==> src/rtsr_regs.vh <==
// register offsets, field positions and reset values of the test and status register group
`ifndef RTSR_REGS_VH
`define RTSR_REGS_VH

// register indices as printed; byte address is four times the index
`define RTSR_IDX_ADC_TEST     8'h25
`define RTSR_IDX_COUPLER      8'h26
`define RTSR_IDX_STAGE        8'h27
`define RTSR_IDX_STATUS       8'h40
`define RTSR_IDX_RST_FLAGS    8'h41
`define RTSR_IDX_COMPARE      8'h47
`define RTSR_IDX_IRQ_STATUS   8'h50
`define RTSR_IDX_IRQ_MASK     8'h51

// reset values
`define RTSR_RST_ADC_TEST     8'h40
`define RTSR_RST_COUPLER      8'h00
`define RTSR_RST_STAGE        8'h00
`define RTSR_RST_IRQ          8'h00

// adc_test_control fields
`define RTSR_B_FCOMP_EN       7
`define RTSR_B_DITHER         6
`define RTSR_B_ADC_OUT        5
`define RTSR_B_CHOP_OFF       4
`define RTSR_B_SHAPE_OFF      3
`define RTSR_B_VCM_OFF        2
`define RTSR_F_ROTATE         1:0

// gain_coupler_override fields
`define RTSR_B_GAIN_OVR       3
`define RTSR_B_AC1            2
`define RTSR_F_AC2            1:0
`define RTSR_M_COUPLER        8'h0F
`define RTSR_M_STAGE          8'h3F

// gain_stage_override fields
`define RTSR_F_STAGE1         5:4
`define RTSR_F_STAGE2         3:2
`define RTSR_F_STAGE3         1:0

// rotation modes
`define RTSR_ROT_SEQ_A        2'h0
`define RTSR_ROT_SEQ_B        2'h1
`define RTSR_ROT_HOLD         2'h2
`define RTSR_ROT_ALT          2'h3

// interrupt event bits
`define RTSR_EV_CAL_DONE      0
`define RTSR_EV_LOCK_FAIL     1
`define RTSR_EV_LOCK_LOST     2
`define RTSR_EV_CARRIER       3
`define RTSR_EV_WIDTH         4

`endif

==> src/rtsr_regs.v <==
// test-override and status register group with apb slave and interrupt
`timescale 1ns/100ps
`default_nettype none
`include "rtsr_regs.vh"

// What this block does
// comparator output enabled by freq_comparator_enable, resets 0
// dither_clock_enable enables dithering, resets 1
// adc test output drives samples onto pins
// three converter technique disable bits, reset 0
// rotation field selects converter input sequence
// gain override applies first coupler gain
// second coupler gain two-bit override
// stage gain register, reserved bits zero
// cal finished clears at start, sets done
// lock failure flagged during power-up sequencing
// report instantaneous and filtered lock
// carrier sense when strength exceeds threshold
// low status bits show pin levels
// reset-done flags per subsystem
// bit-sync done needs all three parts
// comparator output readable in status three
// reads never alter status bits
module rtsr_regs (
  input  wire        clk,               // 100 MHz system clock
  input  wire        rst_n,             // async active-low reset
  // apb slave
  input  wire        psel,
  input  wire        penable,
  input  wire        pwrite,
  input  wire [11:0] paddr,
  input  wire [31:0] pwdata,
  output wire        pready,
  output reg  [31:0] prdata,
  output wire        pslverr,
  // hardware status inputs (asynchronous)
  input  wire        cal_start,         // pll calibration started
  input  wire        cal_end,           // pll calibration finished
  input  wire        seq_lock_fail,     // lock missed in power-up sequence
  input  wire        lock_now,          // instantaneous lock
  input  wire        lock_filtered,     // lock qualified by tolerance
  input  wire [6:0]  signal_strength_level,
  input  wire [6:0]  carrier_threshold,
  input  wire        freq_comp_raw,     // phase detector comparator
  input  wire [7:0]  subsys_done_raw,   // per subsystem done, bit 3 unused
  input  wire [2:0]  bitsync_parts_done, // modulator, bit sync, prbs
  // converter sample path
  input  wire        converter_sample_a,
  input  wire        converter_sample_b,
  input  wire        converter_sample_clock,
  // normal pin sources
  input  wire        lock_src,
  input  wire        data_src,
  input  wire        data_clock_src,
  // pin drives
  output reg         lock_pin,
  output reg         data_pin,
  output reg         data_clock_pin,
  // analog controls
  output reg         freq_comp_out,
  output wire        dither_clock_enable,
  output wire        integrator_chop_off,
  output wire        feedback_shaping_off,
  output wire        common_mode_rotation_off,
  output reg  [1:0]  adc_input_position,
  output reg         first_coupler_gain,
  output reg  [1:0]  second_coupler_gain,
  output wire        gain_override_enable,
  output wire [1:0]  stage1_gain_value,
  output wire [1:0]  stage2_gain_value,
  output wire [1:0]  stage3_gain_value,
  output wire        irq
);

  // ----------------------------------------------------------------
  // reset release and input synchronisers
  // ----------------------------------------------------------------
  reg  [1:0]  rst_sync_r;              // reset release pair
  wire        rst_q_n = rst_sync_r[1]; // synchronised reset

  always @(posedge clk or negedge rst_n) begin
    if (!rst_n) rst_sync_r <= 2'h0;
    else        rst_sync_r <= {rst_sync_r[0], 1'b1};
  end

  localparam SW = 32;                  // synchronised bundle width
  wire [SW-1:0] async_in = {cal_start, cal_end, seq_lock_fail, lock_now,
                            lock_filtered, freq_comp_raw, subsys_done_raw,
                            bitsync_parts_done, lock_src, data_src,
                            data_clock_src, converter_sample_a,
                            converter_sample_b, converter_sample_clock,
                            7'h00, 2'h0};
  reg  [SW-1:0] s1_r;                  // first stage, read only by s2
  reg  [SW-1:0] s2_r;                  // second stage

  // two flip-flop synchroniser
  always @(posedge clk or negedge rst_q_n) begin
    if (!rst_q_n) begin
      s1_r <= 32'h0;
      s2_r <= 32'h0;
    end else begin
      s1_r <= async_in;
      s2_r <= s1_r;
    end
  end

  wire       y_cal_start  = s2_r[31];
  wire       y_cal_end    = s2_r[30];
  wire       y_seq_fail   = s2_r[29];
  wire       y_lock_now   = s2_r[28];
  wire       y_lock_filt  = s2_r[27];
  wire       y_fcomp      = s2_r[26];
  wire [7:0] y_done       = s2_r[25:18];
  wire [2:0] y_bs_parts   = s2_r[17:15];
  wire       y_lock_src   = s2_r[14];
  wire       y_data_src   = s2_r[13];
  wire       y_clkp_src   = s2_r[12];
  wire       y_samp_a     = s2_r[11];
  wire       y_samp_b     = s2_r[10];
  wire       y_samp_clk   = s2_r[9];

  // strength and threshold pass two stages before the compare
  // both are slow levels: a word caught mid-change settles one cycle later
  reg  [6:0] strength_s1_r;            // strength, first stage
  reg  [6:0] strength_r;               // strength, second stage
  reg  [6:0] thr_s1_r;                 // threshold, first stage
  reg  [6:0] thr_r;                    // threshold, second stage
  always @(posedge clk or negedge rst_q_n) begin
    if (!rst_q_n) begin
      strength_s1_r <= 7'h00;
      strength_r    <= 7'h00;
      thr_s1_r      <= 7'h00;
      thr_r         <= 7'h00;
    end else begin
      strength_s1_r <= signal_strength_level;
      strength_r    <= strength_s1_r;
      thr_s1_r      <= carrier_threshold;
      thr_r         <= thr_s1_r;
    end
  end

  // ----------------------------------------------------------------
  // writable test registers
  // ----------------------------------------------------------------
  reg [7:0] adc_test_r;                // adc_test_control
  reg [7:0] coupler_r;                 // gain_coupler_override
  reg [7:0] stage_r;                   // gain_stage_override
  reg [7:0] irq_mask_r;                // interrupt mask
  reg [7:0] irq_stat_r;                // sticky interrupt status
  reg [7:0] irq_stat_nxt;

  wire       acc   = psel & penable;   // access phase, zero wait
  wire       wr_en = acc & pwrite;
  wire [9:0] idx   = paddr[11:2];      // word index

  function hit;                        // index match on a word address
    input [9:0] i;
    input [7:0] want;
    begin
      hit = (i == {2'h0, want}) && (paddr[1:0] == 2'h0);
    end
  endfunction

  assign pready  = 1'b1;
  wire   mapped  = hit(idx, `RTSR_IDX_ADC_TEST) | hit(idx, `RTSR_IDX_COUPLER) |
                   hit(idx, `RTSR_IDX_STAGE) | hit(idx, `RTSR_IDX_STATUS) |
                   hit(idx, `RTSR_IDX_RST_FLAGS) | hit(idx, `RTSR_IDX_COMPARE) |
                   hit(idx, `RTSR_IDX_IRQ_STATUS) | hit(idx, `RTSR_IDX_IRQ_MASK);
  assign pslverr = acc & ~mapped;      // unmapped address errors

  // register writes
  always @(posedge clk or negedge rst_q_n) begin
    if (!rst_q_n) begin
      adc_test_r <= `RTSR_RST_ADC_TEST;
      coupler_r  <= `RTSR_RST_COUPLER;
      stage_r    <= `RTSR_RST_STAGE;
      irq_mask_r <= `RTSR_RST_IRQ;
    end else if (wr_en) begin
      if (hit(idx, `RTSR_IDX_ADC_TEST)) adc_test_r <= pwdata[7:0];
      // reserved bits held at zero
      if (hit(idx, `RTSR_IDX_COUPLER))  coupler_r  <= pwdata[7:0] & `RTSR_M_COUPLER;
      if (hit(idx, `RTSR_IDX_STAGE))    stage_r    <= pwdata[7:0] & `RTSR_M_STAGE;
      if (hit(idx, `RTSR_IDX_IRQ_MASK)) irq_mask_r <= pwdata[7:0];
    end
  end

  // ----------------------------------------------------------------
  // control outputs
  // ----------------------------------------------------------------
  assign dither_clock_enable      = adc_test_r[`RTSR_B_DITHER];
  assign integrator_chop_off      = adc_test_r[`RTSR_B_CHOP_OFF];
  assign feedback_shaping_off     = adc_test_r[`RTSR_B_SHAPE_OFF];
  assign common_mode_rotation_off = adc_test_r[`RTSR_B_VCM_OFF];
  assign gain_override_enable     = coupler_r[`RTSR_B_GAIN_OVR];
  assign stage1_gain_value        = stage_r[`RTSR_F_STAGE1];
  assign stage2_gain_value        = stage_r[`RTSR_F_STAGE2];
  assign stage3_gain_value        = stage_r[`RTSR_F_STAGE3];

  // coupler overrides only take effect while override is enabled
  always @(posedge clk or negedge rst_q_n) begin
    if (!rst_q_n) begin
      first_coupler_gain  <= 1'b0;
      second_coupler_gain <= 2'h0;
      freq_comp_out       <= 1'b0;
    end else begin
      first_coupler_gain  <= gain_override_enable & coupler_r[`RTSR_B_AC1];
      second_coupler_gain <= gain_override_enable ?
                             coupler_r[`RTSR_F_AC2] : 2'h0;
      freq_comp_out       <= adc_test_r[`RTSR_B_FCOMP_EN] & y_fcomp;
    end
  end

  // rotation sequencer steps once per rising converter sample clock edge
  reg       samp_clk_d_r;              // previous sample clock
  reg [1:0] rot_step_r;                // sequence step
  wire      samp_rise = y_samp_clk & ~samp_clk_d_r;

  function [1:0] rot_pos;              // position for mode and step
    input [1:0] mode;
    input [1:0] step;
    begin
      case (mode)
        `RTSR_ROT_SEQ_A: rot_pos = step;
        `RTSR_ROT_SEQ_B: begin
          case (step)
            2'h0:    rot_pos = 2'h0;
            2'h1:    rot_pos = 2'h2;
            2'h2:    rot_pos = 2'h3;
            default: rot_pos = 2'h1;
          endcase
        end
        `RTSR_ROT_HOLD:  rot_pos = 2'h0;
        default:         rot_pos = {step[0], 1'b0};
      endcase
    end
  endfunction

  // step counter and position output
  always @(posedge clk or negedge rst_q_n) begin
    if (!rst_q_n) begin
      samp_clk_d_r       <= 1'b0;
      rot_step_r         <= 2'h0;
      adc_input_position <= 2'h0;
    end else begin
      samp_clk_d_r <= y_samp_clk;
      if (samp_rise) rot_step_r <= rot_step_r + 2'h1;
      adc_input_position <= rot_pos(adc_test_r[`RTSR_F_ROTATE], rot_step_r);
    end
  end

  // pin mux: test mode routes converter samples to the pins
  always @(posedge clk or negedge rst_q_n) begin
    if (!rst_q_n) begin
      lock_pin       <= 1'b0;
      data_pin       <= 1'b0;
      data_clock_pin <= 1'b0;
    end else if (adc_test_r[`RTSR_B_ADC_OUT]) begin
      lock_pin       <= y_samp_a;
      data_pin       <= y_samp_b;
      data_clock_pin <= y_samp_clk;
    end else begin
      lock_pin       <= y_lock_src;
      data_pin       <= y_data_src;
      data_clock_pin <= y_clkp_src;
    end
  end

  // ----------------------------------------------------------------
  // status flags
  // ----------------------------------------------------------------
  reg cal_done_r;                      // calibration finished
  reg lock_fail_r;                     // power-up lock failure
  reg carrier_r;                       // carrier sense
  reg lock_filt_d_r;                   // for loss-of-lock event

  // flags follow hardware only, never the bus
  always @(posedge clk or negedge rst_q_n) begin
    if (!rst_q_n) begin
      cal_done_r    <= 1'b0;
      lock_fail_r   <= 1'b0;
      carrier_r     <= 1'b0;
      lock_filt_d_r <= 1'b0;
    end else begin
      if (y_cal_start)    cal_done_r <= 1'b0;
      else if (y_cal_end) cal_done_r <= 1'b1;
      if (y_cal_start)    lock_fail_r <= 1'b0;
      else if (y_seq_fail) lock_fail_r <= 1'b1;
      carrier_r     <= (strength_r > thr_r);
      lock_filt_d_r <= y_lock_filt;
    end
  end

  wire [7:0] status_v = {cal_done_r, lock_fail_r, y_lock_now, y_lock_filt,
                         carrier_r, lock_pin, data_clock_pin, data_pin};
  // bit-sync done only when all three parts are done
  wire [7:0] flags_v  = {y_done[7:4], &y_bs_parts, y_done[2:0]};
  wire [7:0] comp_v   = {y_fcomp, 7'h00};

  // ----------------------------------------------------------------
  // interrupts: sticky, write one to clear, set wins
  // ----------------------------------------------------------------
  reg        cal_done_d_r;             // edge detect of calibration done
  reg        lock_fail_d_r;
  reg        carrier_d_r;
  wire [7:0] ev = {4'h0,
                   carrier_r & ~carrier_d_r,
                   lock_filt_d_r & ~y_lock_filt,
                   lock_fail_r & ~lock_fail_d_r,
                   cal_done_r & ~cal_done_d_r};
  wire [7:0] w1c = (wr_en & hit(idx, `RTSR_IDX_IRQ_STATUS)) ? pwdata[7:0] : 8'h00;

  always @* begin
    irq_stat_nxt = (irq_stat_r & ~w1c) | ev;
  end

  always @(posedge clk or negedge rst_q_n) begin
    if (!rst_q_n) begin
      irq_stat_r    <= `RTSR_RST_IRQ;
      cal_done_d_r  <= 1'b0;
      lock_fail_d_r <= 1'b0;
      carrier_d_r   <= 1'b0;
    end else begin
      irq_stat_r    <= irq_stat_nxt;
      cal_done_d_r  <= cal_done_r;
      lock_fail_d_r <= lock_fail_r;
      carrier_d_r   <= carrier_r;
    end
  end

  assign irq = |(irq_stat_r & irq_mask_r);

  // ----------------------------------------------------------------
  // read mux; reads have no side effects
  // ----------------------------------------------------------------
  always @* begin
    prdata = 32'h0;
    if (acc && !pwrite) begin
      if (hit(idx, `RTSR_IDX_ADC_TEST))   prdata[7:0] = adc_test_r;
      if (hit(idx, `RTSR_IDX_COUPLER))    prdata[7:0] = coupler_r;
      if (hit(idx, `RTSR_IDX_STAGE))      prdata[7:0] = stage_r;
      if (hit(idx, `RTSR_IDX_STATUS))     prdata[7:0] = status_v;
      if (hit(idx, `RTSR_IDX_RST_FLAGS))  prdata[7:0] = flags_v;
      if (hit(idx, `RTSR_IDX_COMPARE))    prdata[7:0] = comp_v;
      if (hit(idx, `RTSR_IDX_IRQ_STATUS)) prdata[7:0] = irq_stat_r;
      if (hit(idx, `RTSR_IDX_IRQ_MASK))   prdata[7:0] = irq_mask_r;
    end
  end

endmodule // rtsr_regs
`default_nettype wire

==> config.mk <==
export PLATFORM = sky130hd
export DESIGN_NAME = rtsr_regs
export DESIGN_NICKNAME = d
export VERILOG_FILES = /design/src/rtsr_regs.v
export VERILOG_INCLUDE_DIRS = /design/src
export SDC_FILE = /design/constraint.sdc
export NUM_CORES = 1
export LEC_CHECK = 0
export ABC_AREA = 0
export BUFFER_PORTS_ARGS = -buffer_cell sky130_fd_sc_hd__buf_2
export CAP_MARGIN = 20
export CELL_PAD_IN_SITES_DETAIL_PLACEMENT = 1
export CELL_PAD_IN_SITES_GLOBAL_PLACEMENT = 1
export CORE_MARGIN = 5
export CORE_UTILIZATION = 41
export DETAILED_ROUTE_END_ITERATION = 16
export HOLD_SLACK_MARGIN = 0.1
export PLACE_DENSITY = 0.9
export SYNTH_ARGS = -nofsm -noshare
export SYNTH_HDL_FRONTEND = slang
export SYNTH_SLANG_ARGS = --single-unit
==> constraint.sdc <==
create_clock -name clk -period 5 [get_ports clk]
set_input_delay 0.5 -clock clk [delete_from_list [all_inputs] [get_ports clk]]
set_output_delay 0.5 -clock clk [all_outputs]
set_load 0.02 [all_outputs]
Word level (Yosys, flattened, before mapping)
Index checks and enable logic that the tools add are counted. Widths: inputs -> output; s select.

Add/sub/neg operators: 1. Multiply operators: 0. Divide/modulo/power cells: 0. $lt $le $gt $ge: 1. Equal/unequal tests: 12. Shift-type cells: 0. Muxes and demuxes: 20. Bitwise gates (word level): 28. Reductions and logical operators: 21.

Operator list (number): $mux 8 (10); $eq 10x7->1 const B (5); $eq 10x6->1 const B (3); $and 8x8->8 (2); $pmux 2 s3 (2); $and 1x1->1 (11); $logic_and 1x1->1 (9); $not 8->8 (1); $or 8x4->8 (1); $reduce_and 2->1 (4); $reduce_or 8->1 (1); $gt 7x7->1 (1); $mux 1 (7); $or 1x1->1 (7); $logic_not 2->1 (3); $not 1->1 (6); $eq 2x1->1 const B (2); $eq 2x2->1 const B (2); $reduce_bool 2->1 (2); $reduce_and 3->1 (1); $add 2x1->2 const B (1); $mux 2 (1); $logic_not 1->1 (1).

Register bits after elaboration: 129. Latch bits: 0. RAM bits: 0. Bits in read-only memories: 0. Output and inout port bits: 55. Memories kept: 0.

Logic depth before layout (Yosys ltp)
Gate-level depths: netlist of the first run.

Depth after elaboration: 11. Mapped depth: 7. Gate-level depth less buffers: 7.

Worst setup path after synthesis of the first run
No wires, ideal clock.

Kind: input to output. Start point: input port paddr[9]. End point: output port prdata[4]. Arrival: 2096 ps. Slack: 2404 ps. Cell stages on the path: 6. Buffers on the path: 1. Path through: or3b_1 > clkbuf_1 > or3_1 > o22ai_1 > a222oi_1 > nor3_1.

Word-level cells in the longest chain between the ends: 11. Elaborated cells between the ends (all ways): 25. Classes of those cells: eq/ne: 8; mux: 9; reduce/logical: 8.

RTL lines: start: declaration (line rtsr_regs.v:31) `input wire [11:0] paddr,`; $eq 10x6->1 (line rtsr_regs.v:160) `hit = (i == {2'h0, want}) && (paddr[1:0] == 2'h0);`; $logic_and 1x1->1 (line rtsr_regs.v:160); $mux 8 (line rtsr_regs.v:338) `` if (hit(idx, `RTSR_IDX_ADC_TEST)) prdata[7:0] = adc_test_r; ``; $mux 8 (line rtsr_regs.v:339) `` if (hit(idx, `RTSR_IDX_COUPLER)) prdata[7:0] = coupler_r; ``; $mux 8 (line rtsr_regs.v:340) `` if (hit(idx, `RTSR_IDX_STAGE)) prdata[7:0] = stage_r; ``; $mux 8 (line rtsr_regs.v:341) `` if (hit(idx, `RTSR_IDX_STATUS)) prdata[7:0] = status_v; ``; $mux 8 (line rtsr_regs.v:342) `` if (hit(idx, `RTSR_IDX_RST_FLAGS)) prdata[7:0] = flags_v; ``; $mux 8 (line rtsr_regs.v:343) `` if (hit(idx, `RTSR_IDX_COMPARE)) prdata[7:0] = comp_v; ``; $mux 8 (line rtsr_regs.v:344) `` if (hit(idx, `RTSR_IDX_IRQ_STATUS)) prdata[7:0] = irq_stat_r; ``; $mux 8 * (line rtsr_regs.v:345) `` if (hit(idx, `RTSR_IDX_IRQ_MASK)) prdata[7:0] = irq_mask_r; ``; $mux 8 * (line rtsr_regs.v:337) `if (acc && !pwrite) begin`; end: declaration (line rtsr_regs.v:34) `output reg [31:0] prdata,`.

Every way passes the cells marked *; elsewhere a longest branch is shown, timed or not.

Final worst setup path of the first run
Start point: input port paddr[2]. End point: output port prdata[7].

Same word-level chain as after synthesis.

==> impl_metrics.env, run 1 <==
export IMPL_timing_rr_start="rst_sync_r[1]$_DFF_PN0_"
export IMPL_synth_area_leaders="dfrtp_1 (64%), buf_4 (3.8%), mux2_1 (3.4%)"
export IMPL_first_pass_iters=4
export IMPL_place_congestion=0.921
export IMPL_yosys_area_top_type_share_pct=63.9
export IMPL_layout_nets=568
export IMPL_switchingPower_uw=565
export IMPL_hold_buffers=1
export IMPL_worstSetupStartpointType="input pin"
export IMPL_synth_xor_xnor_area_share_pct=0.178
export IMPL_synth_compound_area_share_pct=9.21
export IMPL_initial_core_util_pct=41.4
export IMPL_finClkSkew_ns=0.00831
export IMPL_worst_pin_slew_ns=0.873
export IMPL_tns_ns=0
export IMPL_grt_pass1_vias=3666
export IMPL_max_freq_ghz=0.318
export IMPL_fin_area_um2=6000
export IMPL_synth_main_ff_cell="dfrtp_1"
export IMPL_hold_end="strength_s1_r[2]$_DFF_PN0_"
export IMPL_drc=0
export IMPL_grt_max_degree=72
export IMPL_synthMuxAreaShare_pct=8.27
export IMPL_diodes=0
export IMPL_worst_hold_startpoint="signal_strength_level[2]"
export IMPL_critical_path_class="input pin to primary output"
export IMPL_cts_buffers=17
export IMPL_die_h_um=120
export IMPL_post_cts_resized=0
export IMPL_leakagePower_uw=0.00290
export IMPL_drt_iter0_markers=253
export IMPL_grt_pass1_wl_um=19500
export IMPL_synth_edf_count=0
export IMPL_hold_path_class="input pin to flop"
export IMPL_final_common_cell="dfrtp_1"
export IMPL_die_width_um=120
export IMPL_drtAntennaViolNets=0
export IMPL_synthAdderAreaFrac_pct=2.28
export IMPL_peakVddDrop_mv=0.222
export IMPL_final_layout_size_suffix_gt1_share_pct=30.9
export IMPL_cts_tree="yes"
export IMPL_crit_arrival_ns=2.65
export IMPL_finalHoldViolations=0
export IMPL_synth_simple_area_share_pct=9.33
export IMPL_syn_avg_cell_area_um2=13.2
export IMPL_final_cell_mix="dfrtp_1 (125), buf_2 (90), conb_1 (26), nand2_1 (21)"
export IMPL_r2r_end="carrier_r$_DFF_PN0_"
export IMPL_portBuffers=90
export IMPL_r2r_cells=1
export IMPL_wl_per_cell_um=19.2
export IMPL_synth_area_um2=4930
export IMPL_rows=40
export IMPL_yosysWarnings=0
export IMPL_slew_headroom_pct=41.8
export IMPL_clk_pin_slew_ns=0.05
export IMPL_dp_cells=600
export IMPL_ctsLongestPathBuffers=2
export IMPL_yosysUniqueCellTypes=58
export IMPL_antenna_found_initial=0
export IMPL_power_internal_uw=1860
export IMPL_power_density_nw_per_um2=404
export IMPL_cp_max_fo=20
export IMPL_area_growth_pct=21.5
export IMPL_postCtsSetupRepairBufs=0
export IMPL_cts_num_sinks=127
export IMPL_vias_per_cell=5.14
export IMPL_dpl_cell_area_um2=5420
export IMPL_clk_latency_ns=0.41
export IMPL_post_route_util_pct=50.3
export IMPL_async_reset_ff_share_pct=100
export IMPL_clockPowerShare_pct=47.0
export IMPL_die_area_um2=14300
export IMPL_yosys_register_bits=127
export IMPL_layout_cells_non_filler=633
export IMPL_setup_viol=0
export IMPL_seqPwrFrac_pct=46.2
export IMPL_synth_top_family_by_area="simple AND/OR/NAND/NOR gates"
export IMPL_outcome="finished clean"
export IMPL_finalCritPeriodShare_pct=63.0
export IMPL_coreArea_um2=11900
export IMPL_htreeDepth=4
export IMPL_cp_end_kind="primary output"
export IMPL_combPwrFrac_pct=6.7
export IMPL_ys_seq_area_share_pct=64.4
export IMPL_root_buffer="clkbuf_16"
export IMPL_dp_hpwl_um=8600
export IMPL_maxSlewViolCount=0
export IMPL_required_ns=4.50
export IMPL_grt_usage_pct=17.8
export IMPL_r2r_slack_ns=3.34
export IMPL_grt_ovfl_total=0
export IMPL_swShare_pct=23.3
export IMPL_rsz0062_at_grt="false"
export IMPL_vias=3256
export IMPL_finalWirelength_um=12200
export IMPL_max_cap_viol_count=0
export IMPL_io_pins=141
export IMPL_whs_path_depth=1
export IMPL_final_period_minus_worst_setup_slack_ns=3.15
export IMPL_synth_cells=374
export IMPL_synth_top_area_cell="dfrtp_1"
==> power groups by stage <==
| stage | registers, µW | clock network (µW) | logic [µW] |
|---|---|---|---|
| 4_1_cts | 1120 | 1160 | 164 |
| 6_report | 1120 | 1140 | 163 |
| 5_1_grt | 1130 | 1220 | 181 |
| 3_3_place_gp | 1130 | 0 | 150 |
| 2_1_floorplan | 1140 | 0 | 94.9 |
| 3_5_place_dp | 1140 | 0 | 161 |
==> synthesized netlist by cell type, types with 3 or more instances <==
master    count
a21boi_1      4
a21oi_1       9
a22o_1        4
a22oi_1       8
and2_1        5
buf_4        25
clkbuf_1      6
dfrtp_1     126
ha_1          9
inv_1        15
mux2_1       15
mux2_2       15
mux2i_1       7
nand2_1      21
nand2b_1      3
nand3_1       7
nand4_1       4
nor2_1       16
nor2b_1       3
nor3_1        4
o211ai_1      3
o21ai_0      17
o22ai_1       3
==> final cells by class <==
| class | instances | area [µm²] |
|---|---|---|
| clock buffers | 23 | 478 |
| clock inverters | 9 | 85.1 |
| fillers | 1271 | 5920 |
| inverters | 15 | 56.3 |
| multi-input cells | 220 | 1540 |
| flip-flops and latches | 127 | 3180 |
| well taps | 147 | 184 |
| repair buffers | 92 | 468 |
==> worst max-delay path, cell delays in order <==
cell and delay [ns]:
buf_2 0.35, nor4b_2 0.70, nand4_1 0.44, o21ai_0 0.31, a31o_2 0.14, a21oi_1 0.04
buf_2 0.16
==> through the flow <==
| stage | setup slack, ns | power (µW) | hold slack (ns) |
|---|---|---|---|
| floorplan | 1.20 | 1240 | 0.204 |
| finish | 1.85 | 2420 | 0.195 |
| global placement | 1.88 | 1280 | 0.285 |
| CTS | 1.92 | 2450 | 0.186 |
| detailed placement | 1.93 | 1300 | 0.287 |
| global route | 1.55 | 2530 | 0.176 |
==> worst max-delay path by stage <==
stage,start,to,slack [ns]
6_report,paddr[2],prdata[7],1.85
5_1_grt,paddr[2],prdata[2],1.55
4_1_cts,paddr[2],prdata[2],1.92
3_5_place_dp,paddr[2],prdata[2],1.93
3_3_place_gp,paddr[2],prdata[7],1.88
2_1_floorplan,rst_sync_r[1]$_DFF_PN0_,adc_input_position[0]$_DFF_PN0_,1.20
==> logic make-up (layout without fill, tap and decap cells) <==
| group | count (synthesis) | after routing |
|---|---|---|
| xor gates and xnor gates | 1 | 1 |
| adders and majority gates | 9 | 9 |
| buffers and inverters | 51 | 139 |
| and+or+nand+nor | 80 | 80 |
| AOI/OAI and AO/OA | 67 | 67 |
| muxes | 37 | 37 |
| other | 2 | 26 |
| DFF | 127 | 127 |
==> metal layers <==
metal  global-route usage [%]  routed length [µm]  vias to the layer above
met4                     7.16                 269                        0
met2                     31.3                6310                      135
met1                     20.6                4760                     1637
met5                        0                   0                        -
li1                         -                   -                     1463
met3                     5.04                 839                       21
==> state kept, by name, summed over array words and instances, names as in the netlist, 2 cells and up <==
signal / cells
adc_input_position: 2
adc_test_r: 8
coupler_r: 4
irq_mask_r: 8
irq_stat_r: 8
rot_step_r: 2
rst_sync_r: 2
s1_r: 22
s2_r: 22
second_coupler_gain: 2
stage_r: 6
strength_r: 7
strength_s1_r: 7
thr_r: 7
thr_s1_r: 7
No activity file was read; power rests on OpenSTA's default activity.
==> inputs of run 2 (changes only) <==
--- a/config.mk
+++ b/config.mk
@@ -12,10 +12,10 @@
 export CELL_PAD_IN_SITES_DETAIL_PLACEMENT = 1
 export CELL_PAD_IN_SITES_GLOBAL_PLACEMENT = 1
 export CORE_MARGIN = 5
-export CORE_UTILIZATION = 41
+export CORE_UTILIZATION = 37
 export DETAILED_ROUTE_END_ITERATION = 16
 export HOLD_SLACK_MARGIN = 0.1
-export PLACE_DENSITY = 0.9
+export PLACE_DENSITY = 0.87
 export SYNTH_ARGS = -nofsm -noshare
 export SYNTH_HDL_FRONTEND = slang
 export SYNTH_SLANG_ARGS = --single-unit
==> constraint.sdc (replaced) <==
create_clock -name clk -period 2.8 [get_ports clk]
set_input_delay 0.28 -clock clk [delete_from_list [all_inputs] [get_ports clk]]
set_output_delay 0.28 -clock clk [all_outputs]
set_load 0.02 [all_outputs]
==> run 2 against run 1 <==
  * Sequential power grew 79%
  * Via count grew 4.6%
  * Die area grew 9.9%
  * Register-to-register slack lost 2.1 ns
  * Clock-buffer cell count shrank 4
  * Design area grew 8.1%
  * Clock power grew 87%
  * Critical endpoint is now prdata[2]
==> impl_metrics.env, run 2 (synthesis results as in run 1) <==
export IMPL_path_buf_inv=2
export IMPL_grt_pass1_wl_um=21300
export IMPL_cp_end_kind="primary output"
export IMPL_vias_per_cell=4.84
export IMPL_die_area_um2=15700
export IMPL_ctsLongestPathBuffers=2
export IMPL_grt_max_degree=67
export IMPL_cts_buffers=17
export IMPL_die_width_um=125
export IMPL_cts_tree="yes"
export IMPL_worstSetupStartpointType="input pin"
export IMPL_grt_ovfl_total=0
export IMPL_coreArea_um2=13100
export IMPL_finalHoldViolations=0
export IMPL_max_freq_ghz=0.417
export IMPL_multi_input_area_um2=1540
export IMPL_critical_path_class="input pin to primary output"
export IMPL_largest_registers="s1_r x22, s2_r x22"
export IMPL_io_pins=141
export IMPL_diodes=0
export IMPL_drc=0
export IMPL_final_period_minus_worst_setup_slack_ns=2.40
export IMPL_leakagePower_uw=0.00310
export IMPL_wl_met3_um=779
export IMPL_dr_max_layer_used="met4"
export IMPL_post_route_util_pct=49.3
export IMPL_drtAntennaViolNets=0
export IMPL_power_density_nw_per_um2=688
export IMPL_postCtsSetupRepairBufs=0
export IMPL_drt_iter0_markers=139
export IMPL_switchingPower_uw=1060
export IMPL_path_cells="buf_2, nor4_2, nand2_1, a2111oi_0, o22ai_1, a21oi_1, buf_2"
export IMPL_dp_hpwl_um=9290
export IMPL_cts_num_sinks=127
export IMPL_maxSlewViolCount=0
export IMPL_required_ns=2.52
export IMPL_initial_core_util_pct=37.6
export IMPL_combPwrFrac_pct=7.6
export IMPL_worst_pin_slew_ns=0.816
export IMPL_setup_viol=0
export IMPL_clk_latency_ns=0.41
export IMPL_finClkSkew_ns=0.00751
export IMPL_layout_nets=611
export IMPL_clk_pin_slew_ns=0.05
export IMPL_slew_headroom_pct=45.6
export IMPL_first_pass_iters=5
export IMPL_final_layout_size_suffix_gt1_share_pct=29.4
export IMPL_fill_cells=1380
export IMPL_swShare_pct=23.7
export IMPL_post_cts_resized=0
export IMPL_place_congestion=0.895
export IMPL_clockPowerShare_pct=47.6
export IMPL_met2_length_um=6950
export IMPL_hold_path_class="input pin to flop"
export IMPL_finalCritPeriodShare_pct=85.6
export IMPL_cpMaxStageDelayCell="a2111oi_0"
export IMPL_grt_usage_pct=17.4
export IMPL_crit_arrival_ns=2.12
export IMPL_wl_per_cell_um=18.8
export IMPL_area_growth_pct=31.4
export IMPL_regArea_um2=3180
export IMPL_outcome="finished clean"
export IMPL_rsz0062_at_grt="false"
export IMPL_slowest_delay_ns=0.51
export IMPL_timing_critical_path_mode_cell="buf_2"
export IMPL_power_internal_uw=3410
export IMPL_wl_met1_um=5210
export IMPL_final_common_cell="dfrtp_1"
export IMPL_root_buffer="clkbuf_16"
export IMPL_final_cell_mix="dfrtp_1 (125), buf_2 (90), dlygate4sd3_1 (40), conb_1 (26), nand2_1 (21)"
export IMPL_hold_ws_ns=0.126
export IMPL_htreeDepth=4
export IMPL_grt_pass1_vias=3945
export IMPL_tns_ns=0
export IMPL_max_cap_viol_count=0
export IMPL_peakVddDrop_mv=0.386
export IMPL_cp_max_fo=4
export IMPL_finalWirelength_um=13200
export IMPL_cpLargestDelayFamily="compound AO/OA/AOI/OAI gates"
export IMPL_die_h_um=125
export IMPL_antenna_found_initial=0
export IMPL_vias=3405
export IMPL_portBuffers=90
export IMPL_seqPwrFrac_pct=44.8
export IMPL_total_power_uw=4460
export IMPL_rows=42
==> run 2: worst paths after layout <==
check	endpoint	depth (start not counted)	from	slack [ns]
min in group asynchronous	rst_sync_r[1]$_DFF_PN0_	2	rst_n	0.18
setup / recovery	prdata[2]	7	paddr[11]	0.40
hold / removal	irq_stat_r[5]$_DFF_PN0_	2	pwdata[5]	0.13
max in group asynchronous	adc_test_r[6]$_DFFE_PN1P_	1	rst_sync_r[1]$_DFF_PN0_	1.59
hold reg to reg	s2_r[28]$_DFF_PN0_	0	s1_r[28]$_DFF_PN0_	0.34
setup reg to reg	carrier_r$_DFF_PN0_	6	strength_r[4]$_DFF_PN0_	1.29
==> run 2: cell type report <==
| type | count | share of cell area [%] |
|---|---|---|
| clock buffer | 19 | 6.83 |
| clock inverter | 12 | 2.12 |
| inverter | 15 | 0.869 |
| multi-input combinational | 220 | 23.8 |
| sequential | 127 | 49.1 |
| tap | 176 | 3.40 |
| timing repair buffer | 135 | 13.9 |
==> run 2: power groups by stage <==
stage | clock (µW) | combinational (µW) | sequential, µW
5_1_grt | 2270 | 374 | 2010
6_report | 2130 | 338 | 2000
3_3_place_gp | 0 | 275 | 2020
2_1_floorplan | 0 | 170 | 2040
4_1_cts | 2170 | 338 | 2000
3_5_place_dp | 0 | 292 | 2030
==> run 2: per-stage QoR <==
stage / worst slack, ns / area [µm²] / instances
global placement: 0.376 / 5500 / 633
floorplan: 0.644 / 5020 / 398
CTS: 0.399 / 6480 / 704
detailed placement: 0.411 / 5500 / 633
finish: 0.402 / 6480 / 704
global route: 0.235 / 6480 / 704
==> run 2: worst register-to-register path, delay by kind of cell (launching register included) <==
family,cells,cell delay (ns)
compound gates,4,0.63
simple gates,1,0.07
flops,1,0.37
fa+ha+maj,1,0.32
==> run 2: repair_timing <==
| item | CTS | global route |
|---|---|---|
| hold buffers | 40 | 0 |
| setup endpoints to repair | 0 | 0 |
| endpoints found under the hold margin | 41 | 0 |
==> run 2: per-layer routing <==
layer,GRT usage [%],up-vias
li1,-,1561
met1,19.8,1715
met2,30.7,107
met3,5.63,22
met4,5.80,0
met5,0,-
==> inputs of run 3 (changes only) <==
--- a/config.mk
+++ b/config.mk
@@ -15,7 +15,8 @@
 export CORE_UTILIZATION = 37
 export DETAILED_ROUTE_END_ITERATION = 16
 export HOLD_SLACK_MARGIN = 0.1
-export PLACE_DENSITY = 0.87
+export PLACE_DENSITY = 0.8
 export SYNTH_ARGS = -nofsm -noshare
 export SYNTH_HDL_FRONTEND = slang
 export SYNTH_SLANG_ARGS = --single-unit
+export TNS_END_PERCENT = 20
==> run 3 against run 2 <==
  * Utilization is 0.52 points higher
  * Die area unchanged
  * Final cell count grew 0.28%
  * Clock skew barely moved
  * Power is 4.8% higher
  * Global-route usage rose by 0.069 points
  * Clock power increased by 9.4%
  * First-iteration DRC count down 22%
  * Design area up 1.1%
  * Sequential power about the same
  * Via count increased by 0.18%
  * Clock-buffer cell count unchanged
  * Largest power group unchanged
  * Highest routed layer unchanged
==> impl_metrics.env, run 3 (synthesis results as in run 1) <==
export IMPL_whs_path_depth=2
export IMPL_grt_pass1_wl_um=20900
export IMPL_clk_latency_ns=0.41
export IMPL_drtAntennaViolNets=0
export IMPL_root_buffer="clkbuf_16"
export IMPL_wl_per_cell_um=18.8
export IMPL_finalWirelength_um=13300
export IMPL_dpl_cell_area_um2=5500
export IMPL_worstSetupStartpointType="input pin"
export IMPL_grt_usage_pct=17.4
export IMPL_finalCritPeriodShare_pct=91.2
export IMPL_grt_pass1_vias=3806
export IMPL_dp_hpwl_um=9250
export IMPL_worst_pin_slew_ns=0.587
export IMPL_clk_pin_slew_ns=0.06
export IMPL_cp_max_fo=4
export IMPL_rows=42
export IMPL_finClkSkew_ns=0.00759
export IMPL_maxSlewViolCount=0
export IMPL_first_pass_iters=4
export IMPL_initial_core_util_pct=37.6
export IMPL_swShare_pct=22.8
export IMPL_hold_end="coupler_r[2]$_DFFE_PN0P_"
export IMPL_hold_path_class="input pin to flop"
export IMPL_antenna_found_initial=0
export IMPL_power_internal_uw=3610
export IMPL_htreeDepth=4
export IMPL_leakagePower_uw=0.00313
export IMPL_vias=3411
export IMPL_layout_nets=612
export IMPL_final_cell_mix="dfrtp_1 (125), buf_2 (90), dlygate4sd3_1 (41), conb_1 (26), nand2_1 (21)"
export IMPL_die_h_um=125
export IMPL_max_cap_viol_count=0
export IMPL_area_growth_pct=32.8
export IMPL_required_ns=2.52
export IMPL_max_freq_ghz=0.392
export IMPL_seqPwrFrac_pct=42.7
export IMPL_r2r_slack_ns=1.39
export IMPL_crit_arrival_ns=2.27
export IMPL_fin_area_um2=6550
export IMPL_cts_num_sinks=127
export IMPL_largest_registers="s1_r x22, s2_r x22"
export IMPL_vias_per_cell=4.83
export IMPL_combPwrFrac_pct=7.4
export IMPL_coreArea_um2=13100
export IMPL_die_width_um=125
export IMPL_grt_ovfl_total=0
export IMPL_fill_cells=1353
export IMPL_worst_hold_startpoint="pwdata[2]"
export IMPL_power_density_nw_per_um2=714
export IMPL_drc=0
export IMPL_rsz0062_at_grt="false"
export IMPL_die_area_um2=15700
export IMPL_total_power_uw=4680
export IMPL_critical_path_class="input pin to primary output"
export IMPL_tns_ns=0
export IMPL_postCtsSetupRepairBufs=0
export IMPL_cts_buffers=17
export IMPL_grt_max_degree=52
export IMPL_finalHoldViolations=0
export IMPL_outcome="finished clean"
export IMPL_diodes=0
export IMPL_clockPowerShare_pct=49.9
export IMPL_io_pins=141
export IMPL_switchingPower_uw=1070
export IMPL_final_common_cell="dfrtp_1"
export IMPL_timing_rr_start="strength_r[1]$_DFF_PN0_"
export IMPL_peakVddDrop_mv=0.588
export IMPL_portBuffers=90
export IMPL_place_congestion=0.886
export IMPL_slew_headroom_pct=59.9
export IMPL_ctsLongestPathBuffers=2
export IMPL_final_period_minus_worst_setup_slack_ns=2.55
export IMPL_cts_tree="yes"
export IMPL_cp_end_kind="primary output"
export IMPL_final_layout_size_suffix_gt1_share_pct=29.6
export IMPL_r2r_cells=5
export IMPL_r2r_end="carrier_r$_DFF_PN0_"
export IMPL_drt_iter0_markers=109
export IMPL_setup_viol=0
==> run 3: cell types whose count changed in the layout (fill, tap and decap cells not counted), sizes merged <==
| cell | delta |
|---|---|
| bufinv | +2 |
| clkinv | -2 |
| clkinvlp | +2 |
| dlygate4sd3 | +1 |
| inv | -1 |
==> run 3: worst max-delay path by stage <==
stage,start,end,slack (ns),cells after the start
6_report,paddr[11],prdata[2],0.25,7
5_1_grt,paddr[11],prdata[2],0.10,7
4_1_cts,paddr[11],prdata[2],0.24,7
3_5_place_dp,paddr[11],prdata[2],0.25,7
3_3_place_gp,paddr[11],prdata[2],0.29,7
2_1_floorplan,paddr[9],prdata[4],0.64,6
==> run 3: per-layer routing <==
layer  wire, µm  global-route usage, %  part of all wire (%)  vias up
met3        746                   5.71                   5.6       11
met5          0                      0                     0        -
met2       7220                   31.4                    54      103
met4         79                   4.27                  0.60        0
met1       5230                   20.0                    39     1739
li1           -                      -                     -     1558
==> run 3: metrics by stage <==
| step | hold slack, ns | instances | setup WS, ns | utilization, % |
|---|---|---|---|---|
| global placement | 0.0658 | 633 | 0.295 | 41.9 |
| floorplan | -0.0156 | 398 | 0.644 | - |
| CTS | 0.159 | 706 | 0.244 | 49.9 |
| global route | 0.167 | 706 | 0.104 | 49.9 |
| detailed placement | 0.0676 | 633 | 0.253 | 41.9 |
| finish | 0.171 | 706 | 0.247 | 49.9 |
==> run 3: final cells by class <==
cell class                      count  area, µm²  share of cell area (%)
Clock inverter                     13        186                    2.85
Timing Repair Buffer              136        911                    13.9
Tap cell                          176        220                    3.36
Sequential cell                   127       3180                    48.6
Multi-Input combinational cell    220       1540                    23.5
Clock buffer                       19        453                    6.91
Inverter                           15       56.3                   0.859
==> run 3: worst max-delay path, cell delays in order <==
cell,delay [ns]
buf_2,0.11
nor4_2,0.50
nand2_1,0.22
a2111oi_0,0.57
o22ai_1,0.19
a21oi_1,0.20
buf_2,0.19
==> run 3: repair_timing <==
item	4_1_cts	5_1_grt
resized for setup	0	0
hold endpoints to repair	42	0
endpoints found under the setup margin	0	0
hold buffers	41	0
==> run 3: power by group through the flow <==
stage               Clock, µW  Sequential [µW]  Combinational (µW)
floorplan                   0             2040                 170
global placement            0             2020                 282
detailed placement          0             2030                 299
CTS                      2380             2000                 349
global route             2460             2010                 385
finish                   2330             2000                 346
